File: src/hw/adc_pipe_pkg.sv
// Shared constants and types for the two-step converter output pipeline.
`default_nettype none
package adc_pipe_pkg;
	localparam int STEP_W = 8;
	localparam int HALF_W = 4;
	localparam int COARSE_MSB = 7;
	localparam int COARSE_LSB = 4;
	localparam int FINE_MSB = 3;
	localparam int FINE_LSB = 0;
	localparam int FIFO_DEPTH = 8;
	localparam int FIFO_CNT_W = 4;
	localparam int SYNC_STAGES = 2;
	localparam int CLK_PERIOD_NS = 10;
	// Sampling edge to valid output, in half conversion clocks (2.5 clocks).
	localparam int LATENCY_HALF_CLOCKS = 5;
	localparam logic [STEP_W-1:0] RESULT_RST = 8'h00;
	localparam logic [HALF_W-1:0] HALF_RST = 4'h0;
	localparam logic [FIFO_CNT_W-1:0] INFLIGHT_MAX = 4'h3;

	typedef enum logic [2:0]
	{
		PH_SAMPLE = 3'b001,
		PH_HOLD = 3'b010,
		PH_COMPARE = 3'b100
	} comp_phase_t;
endpackage
`default_nettype wire

File: src/hw/pin_sync.sv
// Two-flop synchroniser for a group of pin inputs.
`default_nettype none
module pin_sync
#(
	parameter int WIDTH = 1,
	parameter logic [WIDTH-1:0] RST_VAL = '0
)
(
	input wire logic i_ref_clk,
	input wire logic i_srst,
	input wire logic [WIDTH-1:0] i_async,
	output logic [WIDTH-1:0] o_sync
);
	logic [WIDTH-1:0] meta_r;

	always_ff @(posedge i_ref_clk)
	begin
		if (i_srst)
		begin
			meta_r <= RST_VAL;
			o_sync <= RST_VAL;
		end
		else
		begin
			meta_r <= i_async;
			o_sync <= meta_r;
		end
	end
endmodule
`default_nettype wire

File: src/hw/word_fifo.sv
// Flip-flop FIFO with valid/ready on both sides and an occupancy count.
`default_nettype none
module word_fifo
#(
	parameter int WIDTH = 8,
	parameter int DEPTH = 8,
	parameter int CNT_W = 4
)
(
	input wire logic i_ref_clk,
	input wire logic i_srst,
	input wire logic i_in_valid,
	output logic o_in_ready,
	input wire logic [WIDTH-1:0] i_in_data,
	output logic o_out_valid,
	input wire logic i_out_ready,
	output logic [WIDTH-1:0] o_out_data,
	output logic [CNT_W-1:0] o_count
);
	localparam int PTR_W = $clog2(DEPTH);
	logic [WIDTH-1:0] mem_r [DEPTH];
	logic [PTR_W-1:0] wr_ptr_r;
	logic [PTR_W-1:0] rd_ptr_r;
	logic [CNT_W-1:0] count_r;
	logic do_push;
	logic do_pop;

	assign o_in_ready = (count_r != CNT_W'(DEPTH));
	assign o_out_valid = (count_r != '0);
	assign o_out_data = mem_r[rd_ptr_r];
	assign o_count = count_r;
	assign do_push = i_in_valid && o_in_ready;
	assign do_pop = o_out_valid && i_out_ready;

	always_ff @(posedge i_ref_clk)
	begin
		if (do_push)
			mem_r[wr_ptr_r] <= i_in_data;
	end

	always_ff @(posedge i_ref_clk)
	begin
		if (i_srst)
		begin
			wr_ptr_r <= '0;
			rd_ptr_r <= '0;
			count_r <= '0;
		end
		else
		begin
			if (do_push)
				wr_ptr_r <= PTR_W'(wr_ptr_r + 1'b1);
			if (do_pop)
				rd_ptr_r <= PTR_W'(rd_ptr_r + 1'b1);
			if (do_push && !do_pop)
				count_r <= CNT_W'(count_r + 1'b1);
			else if (do_pop && !do_push)
				count_r <= CNT_W'(count_r - 1'b1);
		end
	end
endmodule
`default_nettype wire

File: src/hw/two_step_adc_output_pipeline.sv
// Clocked digital side of an 8-bit two-step converter: sampling, coarse/fine steps, output.
//
// What this block does
// Drive result pins while output enable is low, release them while high.
// Output enable defaults asserted through a pull-down when left open.
// Result is the bitwise inverse of the step counted from the top.
// Sample on the conversion clock falling edge, coarse and two fine stages.
// Comparators step through sample/auto-zero, hold and compare phases.
// Coarse result final at first rising edge; fine reference chosen from it.
// Fine result final at the second rising edge after sampling.
// Merged word presented at third rising edge, 2.5 clocks after sampling.
// Coarse result in the upper nibble, fine result in the lower nibble.
// The two fine stages alternate between successive samples.
// Clamp enable high disables the clamp; it defaults high via pull-up.
// With clamp enabled, clamp while clamp pulse is low; pulse defaults high.
// Driving logic holds the conversion clock low when not clocking.
`default_nettype none
module two_step_adc_output_pipeline
	import adc_pipe_pkg::*;
(
	input wire logic i_ref_clk,
	input wire logic i_srst,
	input wire logic i_conv_clk,
	input wire logic [STEP_W-1:0] i_input_step,
	input wire logic i_output_enable_n,
	input wire logic i_clamp_enable_n,
	input wire logic i_clamp_pulse_n,
	input wire logic i_capture_ready,
	output logic [STEP_W-1:0] o_conversion_result,
	output logic [STEP_W-1:0] o_conversion_result_oe,
	output logic [HALF_W-1:0] o_coarse_result,
	output logic [HALF_W-1:0] o_fine_result,
	output logic [HALF_W-1:0] o_fine_reference_selection,
	output logic [2:0] o_comparator_phase,
	output logic o_clamp_active,
	output logic o_sample_dropped
);

	// ----------------------------------------------------------------
	// Pin synchronisers
	// ----------------------------------------------------------------
	logic conv_clk_s;
	logic oe_n_s;
	logic clamp_en_n_s;
	logic clamp_pulse_n_s;
	logic [STEP_W-1:0] step_s;

	// Idle conversion clock is low, so a reset value of zero sees no edge.
	pin_sync #(.WIDTH(1), .RST_VAL(1'b0)) u_sync_clk
	(
		.i_ref_clk(i_ref_clk),
		.i_srst(i_srst),
		.i_async(i_conv_clk),
		.o_sync(conv_clk_s)
	);

	// Open enable pin is pulled low at the pad, so reset shows it asserted.
	pin_sync #(.WIDTH(3), .RST_VAL(3'b011)) u_sync_ctl
	(
		.i_ref_clk(i_ref_clk),
		.i_srst(i_srst),
		.i_async({i_output_enable_n, i_clamp_enable_n, i_clamp_pulse_n}),
		.o_sync({oe_n_s, clamp_en_n_s, clamp_pulse_n_s})
	);

	pin_sync #(.WIDTH(STEP_W), .RST_VAL(RESULT_RST)) u_sync_step
	(
		.i_ref_clk(i_ref_clk),
		.i_srst(i_srst),
		.i_async(i_input_step),
		.o_sync(step_s)
	);

	// ----------------------------------------------------------------
	// Conversion clock edges
	// ----------------------------------------------------------------
	logic conv_prev_r;
	logic rise_evt;
	logic fall_evt;

	// Edges are found on the synchronised pin, two reference clocks after the pin moves.
	assign rise_evt = conv_clk_s && !conv_prev_r;
	assign fall_evt = !conv_clk_s && conv_prev_r;

	always_ff @(posedge i_ref_clk)
	begin
		if (i_srst)
			conv_prev_r <= 1'b0;
		else
			conv_prev_r <= conv_clk_s;
	end

	// ----------------------------------------------------------------
	// Comparator phase
	// ----------------------------------------------------------------
	comp_phase_t phase_r;

	always_ff @(posedge i_ref_clk)
	begin
		if (i_srst)
			phase_r <= PH_SAMPLE;
		else
		begin
			case (phase_r)
				PH_SAMPLE:
					if (fall_evt)
						phase_r <= PH_HOLD;
				PH_HOLD:
					if (rise_evt)
						phase_r <= PH_COMPARE;
				PH_COMPARE:
					phase_r <= PH_SAMPLE;
				default:
					phase_r <= PH_SAMPLE;
			endcase
		end
	end

	// ----------------------------------------------------------------
	// Sampling and space accounting
	// ----------------------------------------------------------------
	logic [STEP_W-1:0] held_r;
	logic held_v_r;
	logic fine_v_r;
	logic push_r;
	logic [STEP_W-1:0] push_word_r;
	logic fifo_in_ready;
	logic fifo_out_valid;
	logic [STEP_W-1:0] fifo_out_data;
	logic [FIFO_CNT_W-1:0] fifo_count;
	logic [FIFO_CNT_W-1:0] inflight;
	logic accept;

	// A sample is taken only if every word in flight still has a FIFO slot.
	assign inflight = FIFO_CNT_W'(held_v_r) + FIFO_CNT_W'(fine_v_r) + FIFO_CNT_W'(push_r);
	assign accept = fall_evt && (FIFO_CNT_W'(fifo_count + inflight) < FIFO_CNT_W'(FIFO_DEPTH));

	always_ff @(posedge i_ref_clk)
	begin
		if (i_srst)
		begin
			held_r <= RESULT_RST;
			held_v_r <= 1'b0;
			o_sample_dropped <= 1'b0;
		end
		else
		begin
			o_sample_dropped <= fall_evt && !accept;
			if (accept)
			begin
				held_r <= step_s;
				held_v_r <= 1'b1;
			end
			else if (rise_evt)
				held_v_r <= 1'b0;
		end
	end

	// ----------------------------------------------------------------
	// Coarse step and alternating fine stages
	// ----------------------------------------------------------------
	logic [HALF_W-1:0] stage_coarse_r [2];
	logic [HALF_W-1:0] stage_low_r [2];
	logic sel_r;
	logic fsel_r;
	logic [HALF_W-1:0] cur_low;

	// A new sample lands in the idle stage while the other one finishes its fine step.
	// The fine half is read from the stage that was filled one rising edge earlier.
	assign cur_low = stage_low_r[fsel_r];

	always_ff @(posedge i_ref_clk)
	begin
		if (i_srst)
		begin
			o_coarse_result <= HALF_RST;
			o_fine_reference_selection <= HALF_RST;
			stage_coarse_r <= '{HALF_RST, HALF_RST};
			stage_low_r <= '{HALF_RST, HALF_RST};
			sel_r <= 1'b0;
			fsel_r <= 1'b0;
			fine_v_r <= 1'b0;
		end
		else if (rise_evt)
		begin
			fine_v_r <= held_v_r;
			if (held_v_r)
			begin
				o_coarse_result <= ~held_r[COARSE_MSB:COARSE_LSB];
				o_fine_reference_selection <= ~held_r[COARSE_MSB:COARSE_LSB];
				stage_coarse_r[sel_r] <= ~held_r[COARSE_MSB:COARSE_LSB];
				stage_low_r[sel_r] <= held_r[FINE_MSB:FINE_LSB];
				fsel_r <= sel_r;
				sel_r <= !sel_r;
			end
		end
	end

	// ----------------------------------------------------------------
	// Fine result and merge
	// ----------------------------------------------------------------
	always_ff @(posedge i_ref_clk)
	begin
		if (i_srst)
		begin
			o_fine_result <= HALF_RST;
			push_r <= 1'b0;
			push_word_r <= RESULT_RST;
		end
		else
		begin
			push_r <= rise_evt && fine_v_r;
			if (rise_evt && fine_v_r)
			begin
				o_fine_result <= ~cur_low;
				push_word_r <= {stage_coarse_r[fsel_r], ~cur_low};
			end
		end
	end

	word_fifo #(.WIDTH(STEP_W), .DEPTH(FIFO_DEPTH), .CNT_W(FIFO_CNT_W)) u_fifo
	(
		.i_ref_clk(i_ref_clk),
		.i_srst(i_srst),
		.i_in_valid(push_r),
		.o_in_ready(fifo_in_ready),
		.i_in_data(push_word_r),
		.o_out_valid(fifo_out_valid),
		.i_out_ready(rise_evt && i_capture_ready),
		.o_out_data(fifo_out_data),
		.o_count(fifo_count)
	);

	// ----------------------------------------------------------------
	// Output pins and clamp
	// ----------------------------------------------------------------
	always_ff @(posedge i_ref_clk)
	begin
		if (i_srst)
		begin
			o_conversion_result <= RESULT_RST;
			o_conversion_result_oe <= '1;
			o_clamp_active <= 1'b0;
			o_comparator_phase <= PH_SAMPLE;
		end
		else
		begin
			// A word leaves the buffer only on a rising edge while the host is ready.
			if (rise_evt && i_capture_ready && fifo_out_valid)
				o_conversion_result <= fifo_out_data;
			o_conversion_result_oe <= {STEP_W{!oe_n_s}};
			o_clamp_active <= !clamp_en_n_s && !clamp_pulse_n_s;
			o_comparator_phase <= phase_r;
		end
	end
endmodule
`default_nettype wire

File: config.mk
export PLATFORM = sky130hd
export DESIGN_NAME = two_step_adc_output_pipeline
export DESIGN_NICKNAME = d
export VERILOG_FILES = /design/src/hw/adc_pipe_pkg.sv /design/src/hw/pin_sync.sv /design/src/hw/word_fifo.sv /design/src/hw/two_step_adc_output_pipeline.sv
export SDC_FILE = /design/constraint.sdc
export NUM_CORES = 1
export LEC_CHECK = 0
export BUFFER_PORTS_ARGS = -buffer_cell sky130_fd_sc_hd__buf_2
export CAP_MARGIN = 20
export CORE_ASPECT_RATIO = 0.9
export CORE_MARGIN = 5
export CORE_UTILIZATION = 60
export DETAILED_ROUTE_END_ITERATION = 12
export PLACE_DENSITY = 0.8
export SYNTH_ARGS = -nofsm -noshare
export SYNTH_HDL_FRONTEND = slang
export SYNTH_SLANG_ARGS = --single-unit
File: constraint.sdc
create_clock -name i_ref_clk -period 5.8 [get_ports i_ref_clk]
set_clock_uncertainty 0.1 [all_clocks]
set_input_delay 1.16 -clock i_ref_clk [delete_from_list [all_inputs] [get_ports i_ref_clk]]
set_output_delay 1.16 -clock i_ref_clk [all_outputs]
set_load 0.01 [all_outputs]
=== Yosys cells after proc, flatten, opt, wreduce, memory -nomap -nowiden ===
Memories as Yosys holds them, arrays and structs flattened. A register that Yosys moved wholly into a read port is not among the register bits.
Cells that the tools add are included.

* Register bits after elaboration: 89
* Memory bits (writable): 64
* Logic and storage cells: 94
* Output and inout bits: 33
* Memories: 1
* Input port bits: 15

{| class="wikitable"
|+ Memory list
! memory !! words !! bits a word !! read ports !! clocked after Yosys merged registers in !! write ports !! RTL line !! text
|-
| u_fifo.mem_r || 8 || 8 || 1 || 1 || 1 || word_fifo.sv:21 || <nowiki>logic [WIDTH-1:0] mem_r [DEPTH];</nowiki>
|}

* Reduce and logical (&&, ||, !) cells: 26
* Mux-type cells: 19
* Bitwise operators: 4
* Eq/ne operators: 5
* Order comparisons: 4
* Add/subtract/negate cells: 7

{| class="wikitable"
|+ Operators by type and width
! operator !! number
|-
| $mux W4 || 9
|-
| $bwmux W8 || 2
|-
| $logic_and A1 B1 Y1 || 12
|-
| $logic_not A1 Y1 || 9
|-
| $not A4 Y4 || 2
|-
| $add A3 B1 Y3 const B || 2
|-
| $mux W3 || 2
|-
| $pmux W3 S2 || 1
|-
| $add A4 B1 Y4 const B || 1
|-
| $add A4 B3 Y4 || 1
|-
| $demux W4 S1 || 1
|-
| $ge A2 B2 Y1 const B || 2
|-
| $lt A4 B4 Y1 const B || 1
|-
| $mux W1 || 4
|-
| $ne A2 B2 Y1 const B || 2
|-
| $ne A4 B4 Y1 const B || 1
|-
| $not A1 Y2 || 2
|-
| $reduce_and A2 Y1 || 2
|-
| $reduce_bool A2 Y1 || 2
|-
| $reduce_bool A4 Y1 || 1
|-
| $sub A4 B1 Y4 const B || 1
|-
| $add A2 B1 Y3 || 1
|-
| $eq A3 B1 Y1 const B || 1
|-
| $eq A3 B2 Y1 const B || 1
|-
| 2 further kinds || 2
|}

=== Depth between registers and ports, before layout ===
Gate-level depths: netlist of the first run.

* Word-level depth: 7
* Gate-level depth with buffers: 11
* Gate-level depth less buffers: 10

=== Modules after synthesis ===
A second synthesis of the first run with hierarchy kept.

* Cell total of the unflattened synthesis: 486
* Area total of the unflattened synthesis: 6172.2 µm²

{| class="wikitable"
|+ By module, submodules not included
! module !! cells an instance !! seq. area each (µm²) !! area an instance (µm²) !! instances
|-
| word_fifo || 166 || 2182.1 || 3116.7 || 1
|-
| two_step_adc_output_pipeline || 271 || 1181.1 || 2381.0 || 1
|-
| pin_sync (u_sync_step) || 33 || 320.3 || 464.2 || 1
|-
| pin_sync (u_sync_ctl) || 12 || 120.1 || 157.7 || 1
|-
| pin_sync (u_sync_clk) || 4 || 40.0 || 52.6 || 1
|}

=== Worst setup path before layout of the first run ===
OpenSTA, ideal clock, no wires.

* Kind: input -> register
* Start: in i_capture_ready
* End: reg u_fifo.count_r[3] (netlist: u_fifo.o_count[3])
* Path slack: 2.812 ns
* Library setup time: 0.121 ns
* Data required time: 5.579 ns
* Arrival: 2.768 ns
* Buffers on the path: 1
* Stages on the path: 10
* Path through: o211a_1 > buf_6 > inv_1 > ha_1 > inv_1 > ha_1 > a21oi_1 > a211oi_1 > a31oi_1 > mux2_2

* Longest elaborated chain between the ends: 5
* Elaborated cells between the ends (all ways): 7
* Those cells by class: mux: 1; reduce/logical: 6

{| class="wikitable"
|+ RTL lines
! element !! RTL line !! text
|-
| start: declaration || two_step_adc_output_pipeline.sv:28 || <nowiki>input wire logic i_capture_ready,</nowiki>
|-
| $logic_and A1 B1 Y1 * || two_step_adc_output_pipeline.sv:229 || <nowiki>.i_out_ready(rise_evt && i_capture_ready),</nowiki>
|-
| $logic_and A1 B1 Y1 * || word_fifo.sv:33 || <nowiki>assign do_pop = o_out_valid && i_out_ready;</nowiki>
|-
| $logic_not A1 Y1 || word_fifo.sv:55 || <nowiki>if (do_push && !do_pop)</nowiki>
|-
| $logic_and A1 B1 Y1 || word_fifo.sv:55 ||
|-
| $mux W4 / $reduce_bool A2 Y1 (equally long branches) || -- ||
|-
| end signal: assignment || word_fifo.sv:56 || <nowiki>count_r <= CNT_W'(count_r + 1'b1);</nowiki>
|-
| end signal: assignment || word_fifo.sv:58 || <nowiki>count_r <= CNT_W'(count_r - 1'b1);</nowiki>
|-
| end: declaration || word_fifo.sv:24 || <nowiki>logic [CNT_W-1:0] count_r;</nowiki>
|}

Every way passes the cells marked *; elsewhere a longest branch is shown, timed or not.
A chain may end at the register's enable or synchronous reset.

=== Final worst setup path of the first run ===
* Start: reg u_sync_clk.o_sync
* End: reg u_fifo.count_r[3] (netlist: u_fifo.o_count[3])

* Longest elaborated chain between the ends: 6
* Elaborated cells between the ends (all ways): 8
* Those cells by class: mux: 1; reduce/logical: 7

{| class="wikitable"
|+ RTL lines
! element !! RTL line !! text
|-
| start: declaration || pin_sync.sv:12 || <nowiki>output logic [WIDTH-1:0] o_sync</nowiki>
|-
| start signal: assignment || pin_sync.sv:26 || <nowiki>o_sync <= meta_r;</nowiki>
|-
| $logic_and A1 B1 Y1 * || two_step_adc_output_pipeline.sv:82 || <nowiki>assign rise_evt = conv_clk_s && !conv_prev_r;</nowiki>
|-
| $logic_and A1 B1 Y1 * || two_step_adc_output_pipeline.sv:229 ||
|-
| $logic_and A1 B1 Y1 * || word_fifo.sv:33 ||
|-
| $logic_not A1 Y1 || word_fifo.sv:55 ||
|-
| $logic_and A1 B1 Y1 || word_fifo.sv:55 ||
|-
| $mux W4 / $reduce_bool A2 Y1 (equally long branches) || -- ||
|}

Marked as above.

==> impl_summary.txt, run 1 <==
----------------------------------------------------
[Clocking]
  Insertion delay to the later sink of the worst-skew pair ... 0.52 ns
  Post-CTS Repair Setup Buffers ... 0
  Clock sink total ... 157
  Bufs on Longest Clock Path ... 2
  CTS root buf ... sky130_fd_sc_hd__clkbuf_8
  Num CTS Buffers ... 17
  TritonCTS clock tree ... done
  CTS H-tree lvls ... 4
  Register clock-pin slew on the reported worst setup and hold paths ... 0.06 ns
  Hold buffer count at CTS ... 0
  Resized Gates After CTS ... 0

[Synth]
  Count of flip-flops with a built-in enable after synthesis ... 64
  Sequential element share of the synthesized area ... 62.9%
  Warning count from the yosys run ... 0
  Gate count of the mapped netlist ... 473
  Dominant synthesized flop cell ... sky130_fd_sc_hd__dfxtp_1
  Number of library cell types mapped by synthesis ... 45
  Netlist Area Pre-Place ... 6010 sq um
  Count of state elements after synthesis ... 157
  Share of flip-flops with an asynchronous set or reset ... 0%
  Synth Net Count ... 496
  Mean instance size in the synthesized netlist ... 12.7 sq um

[Worst setup path]
  Depth of the worst register-to-register path ... 10
  Signal arrival time at the worst endpoint ... 3.58 ns
  Type of the worst setup path ... register to register
  Startpoint of the worst setup timing path ... u_sync_clk.o_sync
  Largest fanout of any net on the critical path ... 19
  Kind of capture point of the worst setup path ... register
  Reg2reg start ... u_sync_clk.o_sync
  Sort of element at the start of the critical path ... register
  WP data required ... 6.11 ns

[Timing]
  Setup TNS ... 0 ns
  Post-route worst setup slack ... 2.53 ns
  Final setup violating endpoints ... 0
  Final Slew Violations ... 0
  Final hold violations ... 0
  Unrepaired setup endpoints after global routing ... no
  Final critical delay including setup and external delays ... 3.27 ns
  Achievable frequency ... 306 MHz
  Final hold slack ... 0.283 ns
  Final clock period utilization by the worst path ... 56.4%
  Worst Max-Slew Pin Slew ... 0.977 ns
  Worst rel slew slack ... 34.6%

[Final layout]
  Layout filler cell count ... 679
  Area of the multi-input gates ... 1970 sq um
  Area overhead of the layout relative to synthesis ... 12.3%
  Most common library cell in the layout ignoring fill and taps ... sky130_fd_sc_hd__dfxtp_1
  Number of nets in the finished design ... 529
  Top library cells by usage in the layout, fill and taps aside ... sky130_fd_sc_hd__dfxtp_1 (93), sky130_fd_sc_hd__edfxtp_1 (64), sky130_fd_sc_hd__nor2_1 (49), sky130_fd_sc_hd__buf_2 (47), sky130_fd_sc_hd__nand2_1 (35)
  Flip-flop and latch area ... 3780 sq um
  Antenna Cells ... 0
  Fraction of layout instances using a drive strength above 1 ... 22.5%

[Global route]
  Total gr overflow ... 0
  Initial antenna violation count ... 0
  Vias in the first global route ... 3556
  GRT Resource Usage Total ... 19.4%
  Largest net degree at the start of global routing ... 56
  Wire length of the first global-routing pass ... 18000 um

[Worst hold path]
  Worst min-delay path class ... register to register
  Hold Startpoint ... u_sync_ctl.o_sync[2]
  Hold path cells ... 1

[Floorplan]
  DIE HEIGHT ... 105 um
  DIE AREA ... 12100 sq um
  I/O pin count ... 48
  Area of the core region ... 9740 sq um
  Effective utilization at floorplan ... 61.7%
  Width of the die ... 116 um
  Number of placement rows ... 34

[Route]
  Initial DRC count ... 287
  Post-DR wirelength/cell ... 17.1 um
  Routed wire length on met3 ... 615 um
  DRC ... 0
  WL met2 ... 5510 um
  Router iterations before antenna repair ... 5
  Highest Signal Layer ... met4
  Total Routed Length ... 11000 um
  DR vias/cell ... 5.51
  Antenna violation net count after detailed routing ... 0
  Post-route met1 wirelength ... 4770 um
  Vias post-DR ... 3556

[Status]
  Status ... finished clean

[Placed design]
  DP Worst Slack ... 2.09 ns
  Detailed Place HPWL ... 6930 um
  Placer Congestion ... 0.771
  Port Buffers ... 47

[Power]
  Lkg Pwr ... 2.36 nW
  P per Cell Area ... 321 nW/um^2
  Max IR drop VDD ... 0.000198 V

[Job]
  Total of max-cap violations ... 0

----------------------------------------------------
-- layout make-up --
class                           count  share of cell area, %
Sequential cell                   157                   56.0
Multi-Input combinational cell    268                   29.1
Clock buffer                       18                   6.19
Timing Repair Buffer               54                   4.26
Tap cell                          126                   2.33
Clock inverter                     14                   1.67
Inverter                            8                  0.444
-- state kept, by name, indices dropped and copies added (netlist names), 4 cells and up --
register and cells:
push_word_r 5, stage_coarse_r 8, o_fine_reference_selection 4, u_sync_step.meta_r 8
held_r 8, u_fifo.o_count 4, o_conversion_result 8, u_fifo.mem_r 64
stage_low_r 8, u_sync_step.o_sync 8
-- final timing paths --
kind	to	slack (ns)
min reg2reg	o_conversion_result_oe[0]	0.28
max reg2reg	u_fifo.o_count[3]	2.53
min	o_conversion_result_oe[0]	0.28
max	u_fifo.o_count[3]	2.53
-- cell usage after synthesis, drive strengths merged, types with 2 or more instances --
master / instances / area share (%)
a211oi: 19 / 3.0
a21oi: 26 / 2.2
a31oi: 2 / 0.21
and2: 2 / 0.21
buf: 28 / 3.1
clkbuf: 12 / 0.75
dfxtp: 93 / 31
edfxtp: 64 / 32
fa: 2 / 0.67
ha: 6 / 1.2
inv: 8 / 0.50
mux2i: 25 / 4.2
mux4: 16 / 6.0
nand2: 36 / 2.3
nand2b: 21 / 2.2
nand4b: 3 / 0.44
nor2: 49 / 3.1
nor2b: 25 / 2.6
nor3: 7 / 0.58
o21ai: 2 / 0.23
or2: 5 / 0.52
xnor2: 4 / 0.58
xor2: 3 / 0.44
-- per-stage QoR --
stage          total power, mW  area, sq um  util (%)  instances
6_report                  2.17         6760      69.4        645
5_1_grt                   2.24         6760      69.4        645
4_1_cts                   2.19         6760      69.4        645
3_5_place_dp              1.21         6230      63.9        613
3_3_place_gp              1.21         6230      63.9        613
2_1_floorplan             1.20         6010         -        473
-- worst max-delay path: stages, from the launching register on --
cell                       delay (ns)
sky130_fd_sc_hd__dfxtp_1         0.48
sky130_fd_sc_hd__and2b_1         0.27
sky130_fd_sc_hd__o211a_1         0.68
sky130_fd_sc_hd__inv_1           0.15
sky130_fd_sc_hd__ha_1            0.25
sky130_fd_sc_hd__inv_1           0.13
sky130_fd_sc_hd__ha_1            0.29
sky130_fd_sc_hd__a21oi_1         0.19
sky130_fd_sc_hd__a211oi_1        0.10
sky130_fd_sc_hd__a31oi_1         0.16
sky130_fd_sc_hd__mux2_2          0.35
-- power breakdown --
group          internal, mW  switching [mW]  leakage, nW  total, mW
Clock                 0.532           0.451        0.240      0.983
Sequential             1.15         0.00457         1.35       1.15
Combinational        0.0146          0.0186        0.776     0.0332
Total                  1.70           0.474         2.36       2.17
-- logic make-up (layout without fill, tap and decap cells) --
kind of cell,after synthesis,after routing,synth area share (%)
flip-flops,157,157,62.9
XOR/XNOR,7,7,1.02
AO/OA/AOI/OAI,54,54,6.37
buffers and inverters,48,94,4.39
AND/OR/NAND/NOR,157,157,13.1
multiplexers,42,42,10.3
adder cells (fa/ha/maj),8,8,1.91
-- routing by layer --
layer	vias to the layer above	global-route usage [%]
met4	0	7.38
met5	-	0
met2	96	30.0
met1	1736	25.8
li1	1713	-
met3	11	6.18
Power figures use the tool's default switching activity.
==> run 2: changes to the inputs <==
--- a/config.mk
+++ b/config.mk
@@ -9,9 +9,9 @@
 export CAP_MARGIN = 20
 export CORE_ASPECT_RATIO = 0.9
 export CORE_MARGIN = 5
-export CORE_UTILIZATION = 60
+export CORE_UTILIZATION = 59
 export DETAILED_ROUTE_END_ITERATION = 12
-export PLACE_DENSITY = 0.8
+export PLACE_DENSITY = 0.79
 export SYNTH_ARGS = -nofsm -noshare
 export SYNTH_HDL_FRONTEND = slang
 export SYNTH_SLANG_ARGS = --single-unit
==> constraint.sdc (replaced) <==
create_clock -name i_ref_clk -period 3.3 [get_ports i_ref_clk]
set_clock_uncertainty 0.1 [all_clocks]
set_input_delay 0.66 -clock i_ref_clk [delete_from_list [all_inputs] [get_ports i_ref_clk]]
set_output_delay 0.66 -clock i_ref_clk [all_outputs]
set_load 0.01 [all_outputs]
==> run 2 against run 1 <==
Routed wire length rose by 2.1%. Critical path depth did not move. Combinational power rose by 83%. First-iteration DRC count fell by 16%. Flip-flop and latch count did not move. Power rose by 85%. Register-to-register slack got worse by 2.1 ns. Clock power rose by 95%. Final cell count rose by 0.62%.
==> impl_summary.txt, run 2 (synthesized netlist as in run 1, its figures left out) <==
----------------------------------------------------
[Route]
  Vias post-DR ... 3562 (+0.17%)
  Post-route met1 wirelength ... 4730 um (-0.80%)
  Total Routed Length ... 11200 um (+2.1%)
  Initial DRC count ... 241 (-16%)
  DRC ... 0 (unchanged)
  Router iterations before antenna repair ... 4 (-1)
  Routed wire length on met3 ... 643 um (+4.6%)
  Post-DR wirelength/cell ... 17.3 um (+1.5%)
  DR vias/cell ... 5.49 (-0.45%)
  Highest Signal Layer ... met4
  WL met2 ... 5630 um (+2.1%)
  Antenna violation net count after detailed routing ... 0 (unchanged)

[Clocking]
  Num CTS Buffers ... 17 (unchanged)
  Resized Gates After CTS ... 0 (unchanged)
  Insertion delay to the later sink of the worst-skew pair ... 0.43 ns (-0.09 ns)
  CTS H-tree lvls ... 4 (unchanged)
  Hold buffer count at CTS ... 0 (unchanged)
  CTS root buf ... sky130_fd_sc_hd__clkbuf_16
  Clock sink total ... 157 (unchanged)
  Post-CTS Repair Setup Buffers ... 0 (unchanged)
  TritonCTS clock tree ... done
  Register clock-pin slew on the reported worst setup and hold paths ... 0.06 ns (about the same)
  Bufs on Longest Clock Path ... 2 (unchanged)

[Timing]
  Post-route worst setup slack ... 0.430 ns (-2.10 ns)
  Final hold violations ... 0 (unchanged)
  Worst rel slew slack ... 33.3% (-1.3 points)
  Final setup violating endpoints ... 0 (unchanged)
  Worst Max-Slew Pin Slew ... 0.997 ns (+0.0200 ns)
  Final critical delay including setup and external delays ... 2.87 ns (-0.401 ns)
  Final Slew Violations ... 0 (unchanged)
  Setup TNS ... 0 ns (unchanged)
  Unrepaired setup endpoints after global routing ... no
  Achievable frequency ... 348 MHz (+14%)
  Final clock period utilization by the worst path ... 87.0% (+31 points)

[Worst hold path]
  Worst min-delay path class ... register to register
  Hold Startpoint ... u_sync_ctl.o_sync[2]
  Worst Hold Endpoint ... o_conversion_result_oe[0]
  Hold path cells ... 1 (unchanged)

[Worst setup path]
  Type of the worst setup path ... register to register
  Signal arrival time at the worst endpoint ... 3.08 ns (-0.50 ns)
  Largest fanout of any net on the critical path ... 6 (-13)
  Delay contributed by the slowest stage of the critical path ... 0.43 ns (-0.25 ns)
  Critical-path cell list ... or3_4, o21ai_2, inv_1, ha_1, inv_1, ha_1, a21oi_1, a211oi_1, a31oi_1, mux2_2
  Reg2reg setup slack ... 0.43 ns (-2.10 ns)
  Kind of capture point of the worst setup path ... register
  WP data required ... 3.51 ns (-2.60 ns)
  Worst reg2reg endpoint ... u_fifo.o_count[3]
  Critical Path Slowest Stage Cell ... sky130_fd_sc_hd__or3_4
  Number of buffers and inverters on the critical path ... 2 (unchanged)
  WP depth ... 10 (unchanged)
  Category of cells accounting for the largest share of critical-path delay ... compound AO/OA/AOI/OAI gates
  Reg2reg start ... u_fifo.o_count[0]
  Sort of element at the start of the critical path ... register
  Depth of the worst register-to-register path ... 10 (unchanged)

[Floorplan]
  Width of the die ... 116 um (+0.77%)
  Number of placement rows ... 35 (+2.9%)
  DIE AREA ... 12300 sq um (+1.5%)
  Effective utilization at floorplan ... 59.5% (-2.3 points)
  I/O pin count ... 48 (unchanged)
  DIE HEIGHT ... 106 um (+0.77%)
  Area of the core region ... 10100 sq um (+3.8%)

[Placed design]
  Placer Congestion ... 0.814 (+5.6%)
  Post-detailed-placement cell area ... 6250 sq um (+0.38%)
  Detailed Place HPWL ... 6840 um (-1.2%)
  Port Buffers ... 47 (unchanged)
  DP Worst Slack ... 0.451 ns (-1.63 ns)

[Power]
  Max IR drop VDD ... 0.000465 V (+130%)
  Combinational share of power ... 1.5% (about the same)
  Seq pwr share ... 50.6% (-2.6 points)
  Clock network fraction of total power ... 47.9% (+2.6 points)
  Internal power ... 3.17 mW (+87%)
  Lkg Pwr ... 2.41 nW (+2.0%)
  Power after layout ... 4.01 mW (+85%)
  Fraction of power spent switching nets ... 20.9% (-0.98 points)
  P per Cell Area ... 587 nW/um^2 (+83%)
  Net switching power figure ... 0.837 mW (+77%)

[Final layout]
  Final Core Density ... 67.6% (-1.8 points)
  Area overhead of the layout relative to synthesis ... 13.7%
  Top library cells by usage in the layout, fill and taps aside ... sky130_fd_sc_hd__dfxtp_1 (93), sky130_fd_sc_hd__edfxtp_1 (64), sky130_fd_sc_hd__nor2_1 (49), sky130_fd_sc_hd__buf_2 (47), sky130_fd_sc_hd__nand2_1 (35)
  Largest register FFs ... 64 (unchanged)
  Number of nets in the finished design ... 530 (+0.19%)
  Summed area of non-filler cells in the final layout ... 6840 sq um (+1.2%)
  Most common library cell in the layout ignoring fill and taps ... sky130_fd_sc_hd__dfxtp_1
  Layout filler cell count ... 712 (+4.9%)
  Fraction of layout instances using a drive strength above 1 ... 22.9% (+0.34 points)
  Top register by number of flip-flops ... u_fifo.mem_r
  Antenna Cells ... 0 (unchanged)

[Global route]
  GRT Resource Usage Total ... 20.0% (+0.53 points)
  Largest net degree at the start of global routing ... 102 (+82%)
  Total gr overflow ... 0 (unchanged)
  Vias in the first global route ... 3654 (+2.8%)
  Wire length of the first global-routing pass ... 18400 um (+2.4%)
  Initial antenna violation count ... 0 (unchanged)

[Job]
  Total of max-cap violations ... 0 (unchanged)

[Status]
  Status ... finished clean

----------------------------------------------------
## run 2: cell count changes in the layout (fill, tap and decap cells not counted), sizes merged
cell	delta
bufinv	+2
clkinvlp	-3
buf	+1
inv	+1
## run 2: routing by layer
layer / GRT usage, % / up-vias
li1: - / 1714
met1: 26.4 / 1736
met2: 30.8 / 88
met3: 5.63 / 24
met4: 8.62 / 0
met5: 0 / -
## run 2: worst max path at each step
stage,from,end
finish,u_fifo.o_count[0],u_fifo.o_count[3]
global route,u_fifo.o_count[0],u_fifo.o_count[3]
CTS,u_fifo.o_count[0],u_fifo.o_count[3]
detailed placement,u_fifo.o_count[0],u_fifo.o_count[3]
global placement,u_fifo.o_count[0],u_fifo.o_count[3]
floorplan,u_fifo.o_count[0],u_fifo.o_count[3]
## run 2: power groups by stage
stage | clock network (mW) | registers, mW | logic [mW]
after floorplan | 0 | 2.07 | 0.0439
after global placement | 0 | 2.07 | 0.0593
after detailed placement | 0 | 2.07 | 0.0603
after CTS | 1.97 | 2.03 | 0.0612
after global routing | 2.04 | 2.03 | 0.0669
final | 1.92 | 2.03 | 0.0606
## run 2: layout make-up
class / instances / area (sq um) / share of cell area (%)
flip-flops and latches: 157 / 3780 / 55.3
multi-input cells: 268 / 1970 / 28.8
clock buffers: 18 / 429 / 6.28
repair buffers: 55 / 308 / 4.50
well taps: 129 / 161 / 2.36
clock inverters: 14 / 158 / 2.31
inverters: 8 / 30.0 / 0.439
## run 2: metrics by stage
| stage | hold WS, ns | std cells |
|---|---|---|
| after floorplan | 0.256 | 473 |
| after global placement | 0.261 | 617 |
| after detailed placement | 0.270 | 617 |
| after CTS | 0.286 | 649 |
| after global routing | 0.303 | 649 |
| final | 0.281 | 649 |
==> run 3: changes to the inputs <==
--- a/config.mk
+++ b/config.mk
@@ -14,4 +14,5 @@
 export PLACE_DENSITY = 0.79
 export SYNTH_ARGS = -nofsm -noshare
 export SYNTH_HDL_FRONTEND = slang
+export SYNTH_HIERARCHICAL = 1
 export SYNTH_SLANG_ARGS = --single-unit
==> run 3 against run 2 <==
Synthesized cell count rose by 2.7%. Area after synthesis grew 2.6%. Global-route usage shrank 1.0 points. Via count increased by 3.3%. Routed wire length fell by 0.59%. First-iteration DRC count rose by 41%. Power rose by 4.0%. Setup slack got worse by 0.055 ns. Register-to-register slack got worse by 0.06 ns. Worst hold slack barely moved. Fmax fell by 1.9%. Sequential share of layout area fell by 0.50 points. Largest power group unchanged.
==> impl_summary.txt, run 3 <==
----------------------------------------------------
[Synth]
  Synth Net Count ... 509 (+2.6%)
  Count of flip-flops with a built-in enable after synthesis ... 64 (unchanged)
  Yosys top cell by area ... sky130_fd_sc_hd__dfxtp_1
  Number of library cell types mapped by synthesis ... 45 (unchanged)
  Mean instance size in the synthesized netlist ... 12.7 sq um (-0.12%)
  Synth top area share ... 31.1% (-0.82 points)
  Share of flip-flops with an asynchronous set or reset ... 0% (unchanged)
  Most instantiated library cell after synthesis ... sky130_fd_sc_hd__dfxtp_1
  Synth area leaders ... sky130_fd_sc_hd__dfxtp_1 (31%), sky130_fd_sc_hd__edfxtp_1 (31%), sky130_fd_sc_hd__mux4_1 (6.8%)
  Gate count of the mapped netlist ... 486 (+2.7%)
  Count of state elements after synthesis ... 160 (+1.9%)
  Synth cell count leaders ... sky130_fd_sc_hd__dfxtp_1 (96), sky130_fd_sc_hd__edfxtp_1 (64), sky130_fd_sc_hd__nand2_1 (52), sky130_fd_sc_hd__a21oi_1 (38), sky130_fd_sc_hd__nor2_1 (35)
  Sequential element share of the synthesized area ... 62.3% (-0.63 points)
  Netlist Area Pre-Place ... 6170 sq um (+2.6%)
  Dominant synthesized flop cell ... sky130_fd_sc_hd__dfxtp_1
  Warning count from the yosys run ... 6 (+6)

[Floorplan]
  I/O pin count ... 48 (unchanged)
  Area of the core region ... 10200 sq um (+1.3%)
  Number of placement rows ... 35 (unchanged)
  DIE HEIGHT ... 107 um (+1.2%)
  Effective utilization at floorplan ... 60.2% (+0.78 points)
  Width of the die ... 118 um (+1.2%)
  DIE AREA ... 12600 sq um (+2.4%)

[Timing]
  Final critical delay including setup and external delays ... 2.92 ns (+0.0552 ns)
  Achievable frequency ... 342 MHz (-1.9%)
  Worst Max-Slew Pin Slew ... 0.933 ns (-0.0637 ns)
  Unrepaired setup endpoints after global routing ... no
  Final Slew Violations ... 0 (unchanged)
  Worst rel slew slack ... 37.5% (+4.3 points)
  Final hold violations ... 0 (unchanged)
  Setup TNS ... 0 ns (unchanged)
  Final setup violating endpoints ... 0 (unchanged)
  Final clock period utilization by the worst path ... 88.6% (+1.7 points)

[Final layout]
  Antenna Cells ... 0 (unchanged)
  Top library cells by usage in the layout, fill and taps aside ... sky130_fd_sc_hd__dfxtp_1 (96), sky130_fd_sc_hd__edfxtp_1 (64), sky130_fd_sc_hd__nand2_1 (52), sky130_fd_sc_hd__buf_2 (47), sky130_fd_sc_hd__a21oi_1 (38)
  Most common library cell in the layout ignoring fill and taps ... sky130_fd_sc_hd__dfxtp_1
  Post-layout instance count excluding filler cells ... 663 (+2.2%)
  Top register by number of flip-flops ... u_fifo/mem_r
  Fraction of layout instances using a drive strength above 1 ... 21.3% (-1.5 points)
  Number of nets in the finished design ... 544 (+2.6%)
  Area overhead of the layout relative to synthesis ... 13.5%
  Largest register FFs ... 64 (unchanged)
  Layout filler cell count ... 727 (+2.1%)

[Clocking]
  Num CTS Buffers ... 17 (unchanged)
  Register clock-pin slew on the reported worst setup and hold paths ... 0.06 ns (about the same)
  Clock sink total ... 160 (+1.9%)
  Insertion delay to the later sink of the worst-skew pair ... 0.42 ns (about the same)
  CTS root buf ... sky130_fd_sc_hd__clkbuf_16
  Post-CTS Repair Setup Buffers ... 0 (unchanged)
  Resized Gates After CTS ... 0 (unchanged)
  Hold buffer count at CTS ... 0 (unchanged)
  CTS H-tree lvls ... 4 (unchanged)
  TritonCTS clock tree ... done
  Bufs on Longest Clock Path ... 2 (unchanged)

[Worst setup path]
  Signal arrival time at the worst endpoint ... 3.13 ns (+0.05 ns)
  Largest fanout of any net on the critical path ... 8 (+2)
  Kind of capture point of the worst setup path ... register
  WP data required ... 3.50 ns (about the same)
  Sort of element at the start of the critical path ... register
  Type of the worst setup path ... register to register

[Global route]
  Wire length of the first global-routing pass ... 18600 um (+1.1%)
  Initial antenna violation count ... 0 (unchanged)
  Vias in the first global route ... 3710 (+1.5%)
  Largest net degree at the start of global routing ... 63 (-38%)
  Total gr overflow ... 0 (unchanged)
  M1 GR Usage ... 24.0% (-2.4 points)
  Met2 Usage GRT ... 31.5% (+0.62 points)
  Met3 Resource Use GR ... 5.70% (+0.070 points)
  GRT Resource Usage Total ... 19.0% (-1.0 points)
  Busiest layer in global routing ... met2

[Route]
  Initial DRC count ... 340 (+41%)
  Total Routed Length ... 11200 um (-0.59%)
  DR vias/cell ... 5.55 (+1.1%)
  Vias post-DR ... 3678 (+3.3%)
  DRC ... 0 (unchanged)
  Post-DR wirelength/cell ... 16.9 um (-2.7%)
  Router iterations before antenna repair ... 4 (unchanged)
  Antenna violation net count after detailed routing ... 0 (unchanged)

[Power]
  P per Cell Area ... 595 nW/um^2 (+1.4%)
  Internal power ... 3.35 mW (+5.7%)
  Power after layout ... 4.17 mW (+4.0%)
  Fraction of power spent switching nets ... 19.6% (-1.3 points)
  Max IR drop VDD ... 0.000529 V (+14%)
  Seq pwr share ... 49.5% (-1.1 points)
  Lkg Pwr ... 2.55 nW (+5.6%)
  Combinational share of power ... 1.5% (about the same)
  Net switching power figure ... 0.816 mW (-2.5%)
  Clock network fraction of total power ... 49.0% (+1.1 points)

[Placed design]
  Placer Congestion ... 0.829 (+1.9%)
  DP Cell Count ... 631 (+2.3%)
  Detailed Place HPWL ... 7110 um (+3.9%)
  Port Buffers ... 47 (unchanged)

[Status]
  Status ... finished clean

[Job]
  Total of max-cap violations ... 0 (unchanged)

[Worst hold path]
  Worst min-delay path class ... register to register

----------------------------------------------------
-- run 3: cell count changes after synthesis, sizes merged, moves of 4 or more --
| cell | delta |
|---|---|
| nor2b | -4 |
| mux2i | -8 |
| and2b | +5 |
| a211oi | -12 |
| nand3 | +6 |
| nor2 | -13 |
| a21oi | +12 |
| mux2 | +8 |
| nand2 | +18 |
-- run 3: layout make-up --
| class | count | area (sq um) | area share (%) |
|---|---|---|---|
| Clock buffer | 19 | 433 | 6.18 |
| Multi-Input combinational cell | 282 | 2080 | 29.6 |
| Tap cell | 129 | 161 | 2.30 |
| Clock inverter | 13 | 184 | 2.62 |
| Timing Repair Buffer | 54 | 288 | 4.11 |
| Inverter | 6 | 22.5 | 0.321 |
| Sequential cell | 160 | 3840 | 54.8 |
-- run 3: power groups by stage --
stage               combinational, mW  clock [mW]  sequential (mW)
finish                         0.0622        2.04             2.06
global route                   0.0698        2.16             2.06
CTS                            0.0627        2.07             2.06
detailed placement             0.0621           0             2.11
global placement               0.0604           0             2.11
floorplan                      0.0463           0             2.10
-- run 3: routing by layer --
| metal | share of wire [%] | vias to the layer above |
|---|---|---|
| li1 | - | 1773 |
| met1 | 42 | 1792 |
| met2 | 50 | 100 |
| met3 | 6.3 | 13 |
| met4 | 1.3 | 0 |
| met5 | 0 | - |
-- run 3: worst max-delay path, stage by stage (launching register included) --
cell,delay (ns)
sky130_fd_sc_hd__dfxtp_1,0.38
sky130_fd_sc_hd__or4b_1,0.62
sky130_fd_sc_hd__nand2_2,0.20
sky130_fd_sc_hd__inv_1,0.06
sky130_fd_sc_hd__ha_1,0.21
sky130_fd_sc_hd__inv_1,0.13
sky130_fd_sc_hd__ha_1,0.29
sky130_fd_sc_hd__a21oi_1,0.19
sky130_fd_sc_hd__a211oi_1,0.09
sky130_fd_sc_hd__a31oi_1,0.18
sky130_fd_sc_hd__mux2_2,0.35
-- run 3: cell families (layout without fill, tap and decap cells) --
group | after synthesis | count (layout) | share of synthesized area (%)
AO/OA/AOI/OAI | 51 | 51 | 4.58
XOR/XNOR | 7 | 7 | 0.993
adder cells (fa/ha/maj) | 8 | 8 | 1.86
buffers and inverters | 44 | 92 | 4.26
flip-flops | 160 | 160 | 62.3
multiplexers | 42 | 42 | 11.2
AND/OR/NAND/NOR | 174 | 174 | 14.8
-- run 3: worst paths after layout --
| check | end | start | slack (ns) | cells after the start |
|---|---|---|---|---|
| worst max register to register | u_fifo/o_count[3] | u_fifo/o_count[2] | 0.38 | 10 |
| worst max-delay path | u_fifo/o_count[3] | u_fifo/o_count[2] | 0.38 | 10 |
| worst min register to register | o_conversion_result_oe[0] | u_sync_ctl/o_sync[2] | 0.28 | 1 |
| worst min-delay path | o_conversion_result_oe[0] | u_sync_ctl/o_sync[2] | 0.28 | 1 |
-- run 3: per-stage QoR --
| step | hold WS [ns] | util, % | setup slack (ns) | instance area [sq um] |
|---|---|---|---|---|
| detailed placement | 0.273 | 62.4 | 0.402 | 6390 |
| global route | 0.303 | 68.4 | 0.179 | 7010 |
| global placement | 0.267 | 62.4 | 0.487 | 6390 |
| finish | 0.281 | 68.4 | 0.375 | 7010 |
| CTS | 0.287 | 68.4 | 0.391 | 7010 |
| floorplan | 0.256 | - | 0.600 | 6170 |
